[config.mk]
export PLATFORM = sky130hd
export DESIGN_NAME = fldo_top
export DESIGN_NICKNAME = d
export VERILOG_FILES = /design/src/fldo_top.v /design/src/fldo_delay.v /design/src/fldo_mag.v
export VERILOG_INCLUDE_DIRS = /design/src
export SDC_FILE = /design/constraint.sdc
export NUM_CORES = 1
export LEC_CHECK = 0
export BUFFER_PORTS_ARGS = -buffer_cell sky130_fd_sc_hd__buf_2
export CAP_MARGIN = 20
export CORE_MARGIN = 3
export CORE_UTILIZATION = 55
export DETAILED_ROUTE_END_ITERATION = 8
export GPL_TIMING_DRIVEN = 0
export MAX_ROUTING_LAYER = met4
export PLACE_DENSITY = 0.74
export SLEW_MARGIN = 40
export SYNTH_ARGS = -nofsm -noshare
export SYNTH_HDL_FRONTEND = slang
export SYNTH_HIERARCHICAL = 1
export SYNTH_SLANG_ARGS = --single-unit
[constraint.sdc]
create_clock -name ref_clk -period 5.4 [get_ports ref_clk]
set_input_delay 0 -clock ref_clk [delete_from_list [all_inputs] [get_ports ref_clk]]
set_output_delay 0 -clock ref_clk [all_outputs]
set_load 0.02 [all_outputs]
[src/fldo_consts.vh]
// Constants for the fast level-detect output block
`ifndef FLDO_CONSTS_VH
`define FLDO_CONSTS_VH
`define FLDO_REG_CTRL        8'h04
`define FLDO_REG_COARSE_THR  8'h05
`define FLDO_REG_FINE_HI_LO  8'h06
`define FLDO_REG_FINE_HI_HI  8'h07
`define FLDO_REG_FINE_LO_LO  8'h08
`define FLDO_REG_FINE_LO_HI  8'h09
`define FLDO_REG_DWELL_LO    8'h0A
`define FLDO_REG_DWELL_HI    8'h0B
`define FLDO_REG_STATUS      8'h0C
`define FLDO_CTRL_EN_BIT     0
`define FLDO_CTRL_MODE_LSB   1
`define FLDO_CTRL_LVDS_BIT   4
`define FLDO_CTRL_RESET      8'h00
`define FLDO_COARSE_RESET    3'h7
`define FLDO_FINE_HI_RESET   13'h1F00
`define FLDO_FINE_LO_RESET   13'h0100
`define FLDO_DWELL_RESET     16'h0001
`define FLDO_MODE_MAG4       3'h0
`define FLDO_MODE_MAG3_OR    3'h1
`define FLDO_MODE_MAG2_OR    3'h2
`define FLDO_MODE_MAG2_CH    3'h3
`define FLDO_MODE_THRESH     3'h4
`define FLDO_MODE_GAIN       3'h5
`define FLDO_LAT_CMOS_FAST   2
`define FLDO_LAT_SLOW        6
`define FLDO_LAT_OVERRANGE   12
`define FLDO_HOLD_MIN        2
`endif

[src/fldo_top.v]
// Fast level-detect pin logic for one converter channel
//
// Implementation choices: the placing of the registers and the address-and-strobe port.
`timescale 1ns/10ps
`default_nettype none
`include "fldo_consts.vh"
module fldo_top #(
	parameter DWELL_W = 16
) (
	input  wire        ref_clk,
	input  wire        resetn,
	input  wire [13:0] fast_sample,
	input  wire [13:0] full_sample,
	input  wire        output_data_clock,
	input  wire [7:0]  reg_addr,
	input  wire [7:0]  reg_wdata,
	input  wire        reg_wr,
	input  wire        reg_rd,
	output reg  [7:0]  reg_rdata,
	output reg  [3:0]  fast_level_pins
);
	reg  [7:0]         ctrl;
	reg  [2:0]         coarse_thr;
	reg  [12:0]        fine_hi_thr;
	reg  [12:0]        fine_lo_thr;
	reg  [DWELL_W-1:0] dwell;
	reg  [DWELL_W-1:0] dwell_cnt;
	reg  [1:0]         odc_sync;
	reg                odc_prev;
	reg                pair_phase;
	reg  [3:0]         pair_max;
	reg                coarse_high_limit_hit;
	reg  [1:0]         ch_hold;
	reg                fine_high_limit_hit;
	reg                fine_low_limit_hit;
	reg                raise_gain_request;
	reg                over_range;
	reg  [3:0]         next_pins;
	reg  [3:0]         slow_mag;
	wire [3:0]         fast_mag;
	wire [12:0]        fast_abs;
	wire [12:0]        full_abs;
	wire [3:0]         mag_fast_d;
	wire [3:0]         pins_slow_d;
	wire [3:0]         cmos_pins;
	wire [2:0]         mode;
	wire               enable;
	wire               lvds;
	wire               odc_edge;
	wire [2:0]         mag3;
	wire [1:0]         mag2;
	wire               ch_cmp;
	wire               raw_ovf;
	wire               or_d;
	// Hold count loaded on a hit; one extra cycle gives the two-cycle minimum pulse
	localparam integer HOLD_LOAD = `FLDO_HOLD_MIN - 1;

	assign enable = ctrl[`FLDO_CTRL_EN_BIT];
	assign mode   = ctrl[`FLDO_CTRL_MODE_LSB+2:`FLDO_CTRL_MODE_LSB];
	assign lvds   = ctrl[`FLDO_CTRL_LVDS_BIT];

	fldo_mag u_fast (
		.sample  (fast_sample),
		.mag4    (fast_mag),
		.abs_mag (fast_abs)
	);
	fldo_mag u_full (
		.sample  (full_sample),
		.mag4    (),
		.abs_mag (full_abs)
	);

	// Register file: writes steer detection, status shows live indicators
	always @(posedge ref_clk or negedge resetn) begin
		if (!resetn) begin
			ctrl        <= `FLDO_CTRL_RESET;
			coarse_thr  <= `FLDO_COARSE_RESET;
			fine_hi_thr <= `FLDO_FINE_HI_RESET;
			fine_lo_thr <= `FLDO_FINE_LO_RESET;
			dwell       <= `FLDO_DWELL_RESET;
			reg_rdata   <= 8'h00;
		end else begin
			if (reg_wr) begin
				case (reg_addr)
					`FLDO_REG_CTRL:       ctrl <= {3'b000, reg_wdata[4:0]};
					`FLDO_REG_COARSE_THR: coarse_thr <= reg_wdata[2:0];
					`FLDO_REG_FINE_HI_LO: fine_hi_thr[7:0] <= reg_wdata;
					`FLDO_REG_FINE_HI_HI: fine_hi_thr[12:8] <= reg_wdata[4:0];
					`FLDO_REG_FINE_LO_LO: fine_lo_thr[7:0] <= reg_wdata;
					`FLDO_REG_FINE_LO_HI: fine_lo_thr[12:8] <= reg_wdata[4:0];
					`FLDO_REG_DWELL_LO:   dwell[7:0] <= reg_wdata;
					`FLDO_REG_DWELL_HI:   dwell[15:8] <= reg_wdata;
					default: ;
				endcase
			end
			if (reg_rd) begin
				case (reg_addr)
					`FLDO_REG_CTRL:       reg_rdata <= ctrl;
					`FLDO_REG_COARSE_THR: reg_rdata <= {5'h00, coarse_thr};
					`FLDO_REG_FINE_HI_LO: reg_rdata <= fine_hi_thr[7:0];
					`FLDO_REG_FINE_HI_HI: reg_rdata <= {3'h0, fine_hi_thr[12:8]};
					`FLDO_REG_FINE_LO_LO: reg_rdata <= fine_lo_thr[7:0];
					`FLDO_REG_FINE_LO_HI: reg_rdata <= {3'h0, fine_lo_thr[12:8]};
					`FLDO_REG_DWELL_LO:   reg_rdata <= dwell[7:0];
					`FLDO_REG_DWELL_HI:   reg_rdata <= dwell[15:8];
					`FLDO_REG_STATUS:     reg_rdata <= {3'h0, over_range, coarse_high_limit_hit,
						fine_high_limit_hit, fine_low_limit_hit, raise_gain_request};
					default:              reg_rdata <= 8'h00;
				endcase
			end else begin
				reg_rdata <= 8'h00;
			end
		end
	end

	// Output data clock comes from another domain: two flops before use
	always @(posedge ref_clk or negedge resetn) begin
		if (!resetn) begin
			odc_sync <= 2'b00;
			odc_prev <= 1'b0;
		end else begin
			odc_sync <= {odc_sync[0], output_data_clock};
			odc_prev <= odc_sync[1];
		end
	end
	// Both edges mark a pin update, matching the receiver's dual-edge capture
	assign odc_edge = odc_sync[1] ^ odc_prev;

	// Peak-hold of the early magnitude across each sample pair
	always @(posedge ref_clk or negedge resetn) begin
		if (!resetn) begin
			pair_phase <= 1'b0;
			pair_max   <= 4'h0;
			slow_mag   <= 4'h0;
		end else begin
			pair_phase <= ~pair_phase;
			if (!pair_phase)
				pair_max <= fast_mag;
			else
				slow_mag <= (fast_mag > pair_max) ? fast_mag : pair_max;
		end
	end

	// 3-bit and 2-bit coarse codes saturate the 4-bit scale
	assign mag3 = slow_mag[3] ? 3'h7 : slow_mag[2:0];
	assign mag2 = (slow_mag >= 4'h6) ? 2'h3 : (slow_mag >= 4'h4) ? 2'h2 :
		(slow_mag >= 4'h2) ? 2'h1 : 2'h0;

	// Coarse-high on the early path; magnitude 8 also counts as top band
	assign ch_cmp = ((fast_mag[3] ? 3'h7 : fast_mag[2:0]) > coarse_thr) || (fast_mag[3]
		&& coarse_thr == 3'h7);
	always @(posedge ref_clk or negedge resetn) begin
		if (!resetn) begin
			coarse_high_limit_hit <= 1'b0;
			ch_hold               <= 2'b00;
		end else if (ch_cmp) begin
			coarse_high_limit_hit <= 1'b1;
			ch_hold               <= HOLD_LOAD[1:0];
		end else if (ch_hold != 2'b00) begin
			ch_hold <= ch_hold - 2'b01; // Minimum pulse keeps short peaks visible
		end else begin
			coarse_high_limit_hit <= 1'b0;
		end
	end

	// Normal overflow: full-scale code either sign
	assign raw_ovf = (full_sample == 14'h1FFF) || (full_sample == 14'h2000);
	always @(posedge ref_clk or negedge resetn) begin
		if (!resetn) begin
			fine_high_limit_hit <= 1'b0;
			fine_low_limit_hit  <= 1'b0;
			over_range          <= 1'b0;
		end else begin
			fine_high_limit_hit <= (full_abs > fine_hi_thr);
			fine_low_limit_hit  <= (full_abs < fine_lo_thr);
			over_range          <= raw_ovf;
		end
	end

	// Pipeline latency ahead of the overrange flag
	fldo_delay #(
		.WIDTH (1),
		.DEPTH (`FLDO_LAT_OVERRANGE - 1)
	) u_or_dly (
		.ref_clk (ref_clk),
		.resetn  (resetn),
		.din     (over_range),
		.dout    (or_d)
	);

	// Dwell counter: raise-gain only after a long quiet stretch
	always @(posedge ref_clk or negedge resetn) begin
		if (!resetn) begin
			dwell_cnt          <= {DWELL_W{1'b0}};
			raise_gain_request <= 1'b0;
		end else if (!fine_low_limit_hit) begin
			dwell_cnt          <= {DWELL_W{1'b0}};
			raise_gain_request <= 1'b0;
		end else if (dwell_cnt >= dwell) begin
			raise_gain_request <= 1'b1;
		end else begin
			dwell_cnt <= dwell_cnt + 1'b1;
		end
	end

	// Pin mux; undefined codes fall back to the 4-bit magnitude
	always @* begin
		case (mode)
			`FLDO_MODE_MAG3_OR: next_pins = {mag3, or_d};
			`FLDO_MODE_MAG2_OR: next_pins = {mag2, or_d, fine_low_limit_hit};
			`FLDO_MODE_MAG2_CH: next_pins = {mag2, coarse_high_limit_hit,
				fine_low_limit_hit};
			`FLDO_MODE_THRESH:  next_pins = {or_d, coarse_high_limit_hit,
				fine_high_limit_hit, fine_low_limit_hit};
			`FLDO_MODE_GAIN:    next_pins = {or_d, fine_high_limit_hit, raise_gain_request,
				coarse_high_limit_hit};
			default:            next_pins = slow_mag;
		endcase
	end

	// Fast path: two cycles from sample to pin in CMOS mode 000
	fldo_delay #(
		.WIDTH (4),
		.DEPTH (`FLDO_LAT_CMOS_FAST - 1)
	) u_fast_dly (
		.ref_clk (ref_clk),
		.resetn  (resetn),
		.din     (fast_mag),
		.dout    (mag_fast_d)
	);
	// Slow path totals six cycles including the output flop
	fldo_delay #(
		.WIDTH (4),
		.DEPTH (`FLDO_LAT_SLOW - 3)
	) u_slow_dly (
		.ref_clk (ref_clk),
		.resetn  (resetn),
		.din     (next_pins),
		.dout    (pins_slow_d)
	);

	assign cmos_pins = (mode == `FLDO_MODE_MAG4 || mode[2:1] == 2'b11) ? mag_fast_d : pins_slow_d;

	// In CMOS format, paired modes only change on output clock edges so each value is seen once
	always @(posedge ref_clk or negedge resetn) begin
		if (!resetn)
			fast_level_pins <= 4'h0;
		else if (!enable)
			fast_level_pins <= 4'h0;
		else if (lvds)
			fast_level_pins <= pins_slow_d;
		else if (cmos_pins == mag_fast_d && (mode == `FLDO_MODE_MAG4 || mode[2:1] == 2'b11))
			fast_level_pins <= mag_fast_d;
		else if (odc_edge || mode >= `FLDO_MODE_THRESH)
			fast_level_pins <= pins_slow_d;
	end
endmodule // fldo_top
`default_nettype wire

[src/fldo_delay.v]
// Fixed-length shift delay line
`timescale 1ns/10ps
`default_nettype none
module fldo_delay #(
	parameter WIDTH = 4,
	parameter DEPTH = 2
) (
	input  wire             ref_clk,
	input  wire             resetn,
	input  wire [WIDTH-1:0] din,
	output wire [WIDTH-1:0] dout
);
	reg [WIDTH-1:0] stage [0:DEPTH-1];
	genvar i;
	generate
		for (i = 0; i < DEPTH; i = i + 1) begin : g_stage
			always @(posedge ref_clk or negedge resetn) begin
				if (!resetn)
					stage[i] <= {WIDTH{1'b0}};
				else if (i == 0)
					stage[i] <= din;
				else
					stage[i] <= stage[(i == 0) ? 0 : i - 1];
			end
		end
	endgenerate
	assign dout = stage[DEPTH-1];
endmodule // fldo_delay
`default_nettype wire

[src/fldo_mag.v]
// Coarse magnitude quantiser from early-stage sample
`timescale 1ns/10ps
`default_nettype none
module fldo_mag (
	input  wire [13:0] sample,
	output reg  [3:0]  mag4,
	output wire [12:0] abs_mag
);
	wire [13:0] inv;
	assign inv     = sample[13] ? ~sample : sample;
	// Ones-complement magnitude keeps both signs symmetric
	assign abs_mag = inv[12:0];
	always @* begin
		// Bands approximate -24,-14.5,-10,-7,-5,-3.25,-1.8,-0.56 dBFS
		if (abs_mag >= 13'd7670)
			mag4 = 4'h8;
		else if (abs_mag >= 13'd6662)
			mag4 = 4'h7;
		else if (abs_mag >= 13'd5636)
			mag4 = 4'h6;
		else if (abs_mag >= 13'd4607)
			mag4 = 4'h5;
		else if (abs_mag >= 13'd3657)
			mag4 = 4'h4;
		else if (abs_mag >= 13'd2591)
			mag4 = 4'h3;
		else if (abs_mag >= 13'd1544)
			mag4 = 4'h2;
		else if (abs_mag >= 13'd518)
			mag4 = 4'h1;
		else
			mag4 = 4'h0;
	end
endmodule // fldo_mag
`default_nettype wire

=== Word-level counts from Yosys, hierarchy flattened ===
Cells that the tools add are included.

* Output and inout bits: 12
* Logic and storage cells: 132
* Input port bits: 49
* Bits in registers: 124

* Reductions and logical operators: 17
* Bitwise operators: 4
* Equality and inequality tests: 23
* Multiplexer cells: 32
* $lt $le $gt $ge: 17
* Add/subtract/negate cells: 2

{| class="wikitable"
|+ Operators by type and width
! cell !! count
|-
| $pmux 8 s9 || 1
|-
| $ge 13x13->1 const B || 4
|-
| $mux 4 || 13
|-
| $eq 8x4->1 const B || 5
|-
| $eq 8x3->1 const B || 4
|-
| $mux 16 || 2
|-
| $ge 13x12->1 const B || 2
|-
| $mux 13 || 2
|-
| $not 13->13 || 2
|-
| $pmux 4 s5 || 1
|-
| $add 16x1->16 const B || 1
|-
| $ge 16x16->1 || 1
|-
| $reduce_and 2->1 || 8
|-
| $eq 14x13->1 const B || 1
|-
| $eq 14x14->1 const B || 1
|-
| $ge 13x10->1 const B || 1
|-
| $ge 13x11->1 const B || 1
|-
| $gt 13x13->1 || 1
|-
| $lt 13x13->1 || 1
|-
| $eq 3x3->1 const B || 3
|-
| $ge 4x3->1 const B || 2
|-
| $mux 2 || 4
|-
| $mux 8 || 1
|-
| $eq 3x2->1 const B || 2
|-
| 19 further kinds || 31
|}

=== Longest topological paths before layout ===
Gate-level depths: netlist of the first run.

* Depth after elaboration: 15
* Depth in mapped cells: 15

=== By module ===
Netlist of the first run, hierarchy kept.

{| class="wikitable"
|+ By module, submodules not included
! module !! instances !! cells each !! area an instance (um^2)
|-
| fldo_top || 1 || 621 || 6,127.1
|-
| fldo_mag || 2 || 75 || 559.3
|-
| fldo_delay at u_slow_dly || 1 || 16 || 330.3
|-
| fldo_delay at u_or_dly || 1 || 11 || 275.3
|-
| fldo_delay at u_fast_dly || 1 || 4 || 100.1
|}

=== Worst setup path before layout of the first run ===
OpenSTA, ideal clock, no wires.

* Path type: input -> register
* From: input fast_sample[7]
* To: register slow_mag[0]
* Stages: 12
* Library setup time: 131 ps
* Required time: 5,269 ps
* Arrival time: 2,743 ps
* Path slack: 2,526 ps
* Cell sequence: or4b_1 > o22ai_2 > o21a_1 > a21oi_2 > nor4_4 > nor3_1 > ha_1 > nor2b_1 > o21a_1 > o21a_1 > o2111a_1 > or3_1

{| class="wikitable"
|+ RTL lines
! element !! RTL line !! text
|-
| from (decl) || fldo_top.v:12 || <nowiki>input wire [13:0] fast_sample,</nowiki>
|-
| $not 13->13 || fldo_mag.v:10 || <nowiki>assign inv = sample[13] ? ~sample : sample;</nowiki>
|-
| $mux 13 * || fldo_mag.v:10 ||
|-
| $ge 13x12->1 || fldo_mag.v:25 || <nowiki>else if (abs_mag >= 13'd2591)</nowiki>
|-
| $mux 4 || fldo_mag.v:25 ||
|-
| $mux 4 || fldo_mag.v:23 || <nowiki>else if (abs_mag >= 13'd3657)</nowiki>
|-
| $mux 4 || fldo_mag.v:21 || <nowiki>else if (abs_mag >= 13'd4607)</nowiki>
|-
| $mux 4 || fldo_mag.v:19 || <nowiki>else if (abs_mag >= 13'd5636)</nowiki>
|-
| $mux 4 || fldo_mag.v:17 || <nowiki>else if (abs_mag >= 13'd6662)</nowiki>
|-
| $mux 4 * || fldo_mag.v:15 || <nowiki>if (abs_mag >= 13'd7670)</nowiki>
|-
| net fast_mag[3] || fldo_top.v:40 || <nowiki>wire [3:0] fast_mag;</nowiki>
|-
| $gt 4x4->1 * || fldo_top.v:140 || <nowiki>slow_mag <= (fast_mag > pair_max) ? fast_mag : pair_max;</nowiki>
|-
| $mux 4 * || fldo_top.v:140 ||
|-
| to (signal assigned) || fldo_top.v:140 ||
|-
| to (decl) || fldo_top.v:39 || <nowiki>reg [3:0] slow_mag;</nowiki>
|}

The timed path passes the listed nets; every way through them passes the cells marked *.
A chain may end at the register's enable or synchronous reset.

=== Worst setup path in the final report of the first run ===
Ends and elaborated chain as after synthesis.

==> results of run 1 <==
-- routing by layer --
layer | track usage | share of wire | up-vias
met2 | 0.434 | 0.49 | 173
li1 | - | - | 2839
met3 | 0.0599 | 0.053 | 28
met1 | 0.344 | 0.44 | 2941
met5 | - | 0 | -
met4 | 0.0678 | 0.018 | 0
-- worst max-delay path: cells and delay by family --
kind / cells / cell delay, ns
adders and majority gates: 1 / 0.36
AOI/OAI and AO/OA: 6 / 1.10
and+or+nand+nor: 5 / 1.84
buffers and inverters: 1 / 0.13
-- metrics by stage --
stage | area (µm²) | utilization | setup slack, ns | cells
3_5_place_dp | 8100 | 0.607 | 1.88 | 979
3_3_place_gp | 8060 | 0.604 | 1.91 | 978
6_report | 8780 | 0.658 | 2.26 | 1024
5_1_grt | 8780 | 0.658 | 2.01 | 1024
2_1_floorplan | 7560 | - | 2.53 | 745
4_1_cts | 8780 | 0.658 | 2.27 | 1024
-- final cells by class --
cell class                 instances  share of cell area
multi-input combinational        521               0.452
sequential                       124               0.355
timing repair buffer              71              0.0516
clock buffer                      18              0.0500
buffer                            37              0.0274
inverter                          63              0.0269
tap                              176              0.0251
clock inverter                    14              0.0125
-- what timing repair did --
action | CTS | global route
hold buffers | 13 | 0
buffers inserted | 0 | 0
endpoints found under the hold margin | 168 | 0
setup endpoints to repair | 0 | 0
-- path summary, 6_finish.rpt --
path,start,endpoint,slack [ns],depth (start not counted)
max in group asynchronous,resetn,dwell[0],4.60,3
min in group asynchronous,resetn,over_range,0.08,2
hold / removal,fast_sample[11],u_fast_dly/dout[3],0.03,3
hold reg to reg,u_slow_dly/stage[4],u_slow_dly/dout[0],0.34,0
setup reg to reg,dwell_cnt[2],dwell_cnt[2],3.05,7
setup / recovery,fast_sample[7],slow_mag[0],2.26,13
-- power breakdown --
| group | total, W | switching, W | internal, W |
|---|---|---|---|
| clock | 0.00105 | 0.000448 | 0.000606 |
| combinational | 0.000588 | 0.000323 | 0.000265 |
| sequential | 0.00114 | 0.0000920 | 0.00105 |
-- flip-flops by register name, indices dropped and copies added (netlist names), 3 cells and up --
signal	cells
coarse_thr	3
ctrl	5
dwell	16
dwell_cnt	16
fast_level_pins	4
fine_hi_thr	13
fine_lo_thr	13
pair_max	4
reg_rdata	8
slow_mag	4
u_fast_dly/dout	4
u_or_dly/stage	10
u_slow_dly/dout	4
u_slow_dly/stage	8
==> reports/qor.yml, run 1 <==
status: "complete, no violations"
tightest_slew_ns: 0.891
drive_gt1_frac: 0.233
min_path_type: "in -> reg"
clock_path_buffers: 2
grt_pass1_vias: 6040
slew_headroom: 0.406
tritoncts: "yes"
maxCapViolations: 0
dieHeight_um: 123
antenna_found_initial: 0
grt-ovfl-total: 0
drt-initial-drc-count: 453
syn-num-nets: 844
path_clk_slew_ns: 0.06
clock-sinks: 124
regArea_um2: 3120
max_stage_delay_ns: 0.54
final_max_slew_viol_count: 0
routed_via_density: 5.84
synthToLayoutAreaGrowth_pct: 16.2
skew_ns: 0.00889
p_total_w: 0.00278
antenna_left: 0
ir_drop_mv: 0.294
final_common_cell: "dfrtp_1"
avgSynthCellArea_um2: 10.1
holdWs_ns: 0.0318
grt_first_pass_wirelength_um: 30600
hold_viol_final: 0
fin_crit_ns: 3.14
rsz0062_at_grt: "false"
insertion_delay_ns: 0.42
end_kind: "flop"
cp_common_cell: "o21a_1"
worstPathMaxFanout: 11
crit_chain: "buf_2, or4b_1, o22ai_2, o21a_1, a21oi_2, nor4_4, nor3_1, ha_1, nor2b_1, o21a_1, o21a_1, o2111a_1, or3_1"
fin_crit_sh: 0.581
arrival_ns: 3.44
fillers: 1047
max_freq_mhz: 319
diodes: 0
core_um2: 13300
netlist_instances: 745
numCtsBuffers: 17
leakagePower_nw: 4.22
setup_viol: 0
critical_path_required_ns: 5.70
place_congestion: 0.992
hpwl_um: 13700
root_buffer: "clkbuf_16"
nets: 934
routedWlPerCell_um: 18.2
grt_use_total: 0.268
tns_ns: 0
h-tree-depth: 4
cp_slowest_cell: "or4b_1"
synth_area_um2: 7560
die_w_um: 123
power_density_nw_per_um2: 317
dr.pass1.iters: 5
layout_common_cells: "dfrtp_1, nand2_1, buf_2, inv_1"
die_area_um2: 15200
start_util: 0.566
multi_input_area_um2: 3970
grt_max_degree: 74
vias: 5981
routed_wl_um: 18600
drc_errors: 0
yosys_warnings: 6
portBuffers: 57
startpoint_type: "input port"
cts_resized: 0
fp-row-count: 42
pin_count: 61
critPathKind: "in -> reg"
Note: power is estimated with default switching activity, not from simulation.
==> run 2: changes to the inputs <==
clock period = 3.1 ns   (was 5.4 ns; I/O delays follow)
==> run 2 against run 1 <==
Global-route usage unchanged. First-iteration DRC count increased by 15%. Non-clock buffer count unchanged. Count of clock-buffer cells in the layout unchanged. Sequential cell count unchanged. Register-to-register slack got worse by 2.3 ns. Combinational power increased by 75%. Total power increased by 74%. Core utilization increased by 0.066 points. Critical endpoint unchanged. Largest power group unchanged.
==> reports/qor.yml, run 2 (synthesis gave the netlist of run 1 again) <==
status: "complete, no violations"
rr_worst_depth: 7  # unchanged
critPathKind: "in -> reg"
placed_cell_area_um2: 8100  # unchanged
numCtsBuffers: 17  # unchanged
synthToLayoutAreaGrowth_pct: 16.3  # about the same
start_util: 0.566  # unchanged
clock_path_buffers: 2  # unchanged
critical_path_required_ns: 3.40  # -2.30 ns
hold_viol_final: 0  # unchanged
final_max_slew_viol_count: 0  # unchanged
maxCapViolations: 0  # unchanged
drt-initial-drc-count: 521  # +15%
root_buffer: "clkbuf_16"
p_clk_frac: 0.379  # about the same
p_comb_frac: 0.211  # about the same
grt-ovfl-total: 0  # unchanged
sw_frac_of_total: 0.310  # about the same
power_density_nw_per_um2: 552  # +74%
die_w_um: 123  # unchanged
fin_area_um2: 8790  # about the same
placed_cells: 979  # unchanged
drc_errors: 0  # unchanged
dr.pass1.iters: 6  # +1
max_freq_mhz: 353
fin_crit_ns: 2.83
grt_pass1_vias: 6039  # -0.017%
routedWlPerCell_um: 18.1  # -0.25%
min_path_type: "in -> async"
final_common_cell: "dfrtp_1"
p_int_w: 0.00335  # +74%
core_um2: 13300  # unchanged
grt_max_degree: 74  # unchanged
arrival_ns: 3.13  # -0.31 ns
cp_common_cell: "o21a_1"
crit_chain: "buf_2, or4b_1, o22ai_2, o21a_1, a21oi_2, nor4_4, buf_4, a21oi_1, inv_1, ha_1, nor2b_1, o21a_1, o21a_1, o2111a_1, or3_1"
fin_crit_sh: 0.914
slew_headroom: 0.417  # +0.0118
top_regs: "dwell: 16 flops, dwell_cnt: 16 flops"
seq_power_share: 0.410  # about the same
timing.rr.end: "dwell_cnt[2]"
cp_slowest_cell: "or4b_1"
netSwitchingPower_w: 0.00150  # +74%
insertion_delay_ns: 0.42  # about the same
r2r_start: "dwell_cnt[2]"
antenna_left: 0  # unchanged
place_congestion: 0.992  # unchanged
r2r_setup_slack_ns: 0.74  # -2.31 ns
clock-sinks: 124  # unchanged
pin_count: 61  # unchanged
path_clk_slew_ns: 0.06  # about the same
startpoint_type: "input port"
fp-row-count: 42  # unchanged
routed_wl_um: 18500  # -0.25%
max_stage_delay_ns: 0.54  # about the same
tritoncts: "yes"
fillers: 1045  # -0.19%
h-tree-depth: 4  # unchanged
portBuffers: 57  # unchanged
skew_ns: 0.00837  # -0.000521 ns
final_util: 0.659  # about the same
nets: 934  # unchanged
ir_drop_mv: 0.517  # +76%
vias: 5976  # -0.084%
finalNonFillerCells: 1024  # unchanged
tightest_slew_ns: 0.873  # -0.0177 ns
dieHeight_um: 123  # unchanged
routed_via_density: 5.84  # about the same
drive_gt1_frac: 0.237  # +0.00354
worstPathMaxFanout: 10  # -1
end_kind: "flop"
grt_use_total: 0.268  # unchanged
setup_viol: 0  # unchanged
die_area_um2: 15200  # unchanged
layout_common_cells: "dfrtp_1, nand2_1, buf_2, inv_1"
grt_first_pass_wirelength_um: 30600  # about the same
leakagePower_nw: 4.23  # about the same
hpwl_um: 13700  # unchanged
antenna_found_initial: 0  # unchanged
rsz0062_at_grt: "false"
diodes: 0  # unchanged
==> run 2: power groups by stage <==
stage                     clock, W  sequential (W)  combinational [W]
after detailed placement         0         0.00201            0.00100
final                      0.00184         0.00199            0.00103
after floorplan                  0         0.00196           0.000714
after global placement           0         0.00201           0.000934
after CTS                  0.00186         0.00199            0.00102
after global routing       0.00193         0.00202            0.00115
==> run 2: cell type report <==
| cell class | instances | area [µm²] | share of cell area |
|---|---|---|---|
| clock buffers | 18 | 439 | 0.0500 |
| well taps | 176 | 220 | 0.0251 |
| repair buffers | 71 | 450 | 0.0512 |
| flip-flops and latches | 124 | 3120 | 0.354 |
| clock inverters | 14 | 110 | 0.0125 |
| multi-input cells | 521 | 3980 | 0.453 |
| inverters | 63 | 236 | 0.0269 |
| plain buffers | 37 | 240 | 0.0273 |
==> run 2: routing by layer <==
layer | routed length (µm) | up-vias | global-route usage
met5 | 0 | - | -
met4 | 301 | 0 | 0.0678
met3 | 985 | 31 | 0.0599
met2 | 9110 | 172 | 0.433
met1 | 8150 | 2933 | 0.345
li1 | - | 2840 | -
==> run 2: worst max-delay path by stage <==
stage,end,cells past startpoint,from
floorplan,slow_mag[0],12,fast_sample[7]
global placement,slow_mag[0],13,fast_sample[7]
detailed placement,slow_mag[0],13,fast_sample[7]
CTS,slow_mag[0],14,fast_sample[13]
global route,slow_mag[0],15,fast_sample[13]
finish,slow_mag[0],15,fast_sample[7]
==> run 2: per-stage QoR <==
| step | hold slack, ns | worst slack [ns] | total power (W) | setup TNS (ns) |
|---|---|---|---|---|
| 4_1_cts | 0.0742 | 0.102 | 0.00488 | 0 |
| 3_5_place_dp | -0.0544 | -0.423 | 0.00302 | -2.06 |
| 2_1_floorplan | -0.296 | 0.226 | 0.00267 | 0 |
| 6_report | 0.0800 | 0.267 | 0.00485 | 0 |
| 5_1_grt | 0.0894 | 0.0972 | 0.00510 | 0 |
| 3_3_place_gp | 0.110 | -0.389 | 0.00294 | -1.63 |
==> run 2: critical path: cells and delay by family <==
| family | cells | cell delay, ns |
|---|---|---|
| buffers and inverters | 3 | 0.48 |
| adders and majority gates | 1 | 0.14 |
| AOI/OAI and AO/OA | 7 | 1.24 |
| and+or+nand+nor | 4 | 1.26 |
==> run 2: timing repair <==
item | in CTS | in global routing
resized for setup | 0 | 2
hold endpoints to repair | 167 | 0
setup endpoints to repair | 1 | 4
hold buffers | 12 | 0
pin swaps | 1 | 0
buffers inserted | 1 | 0
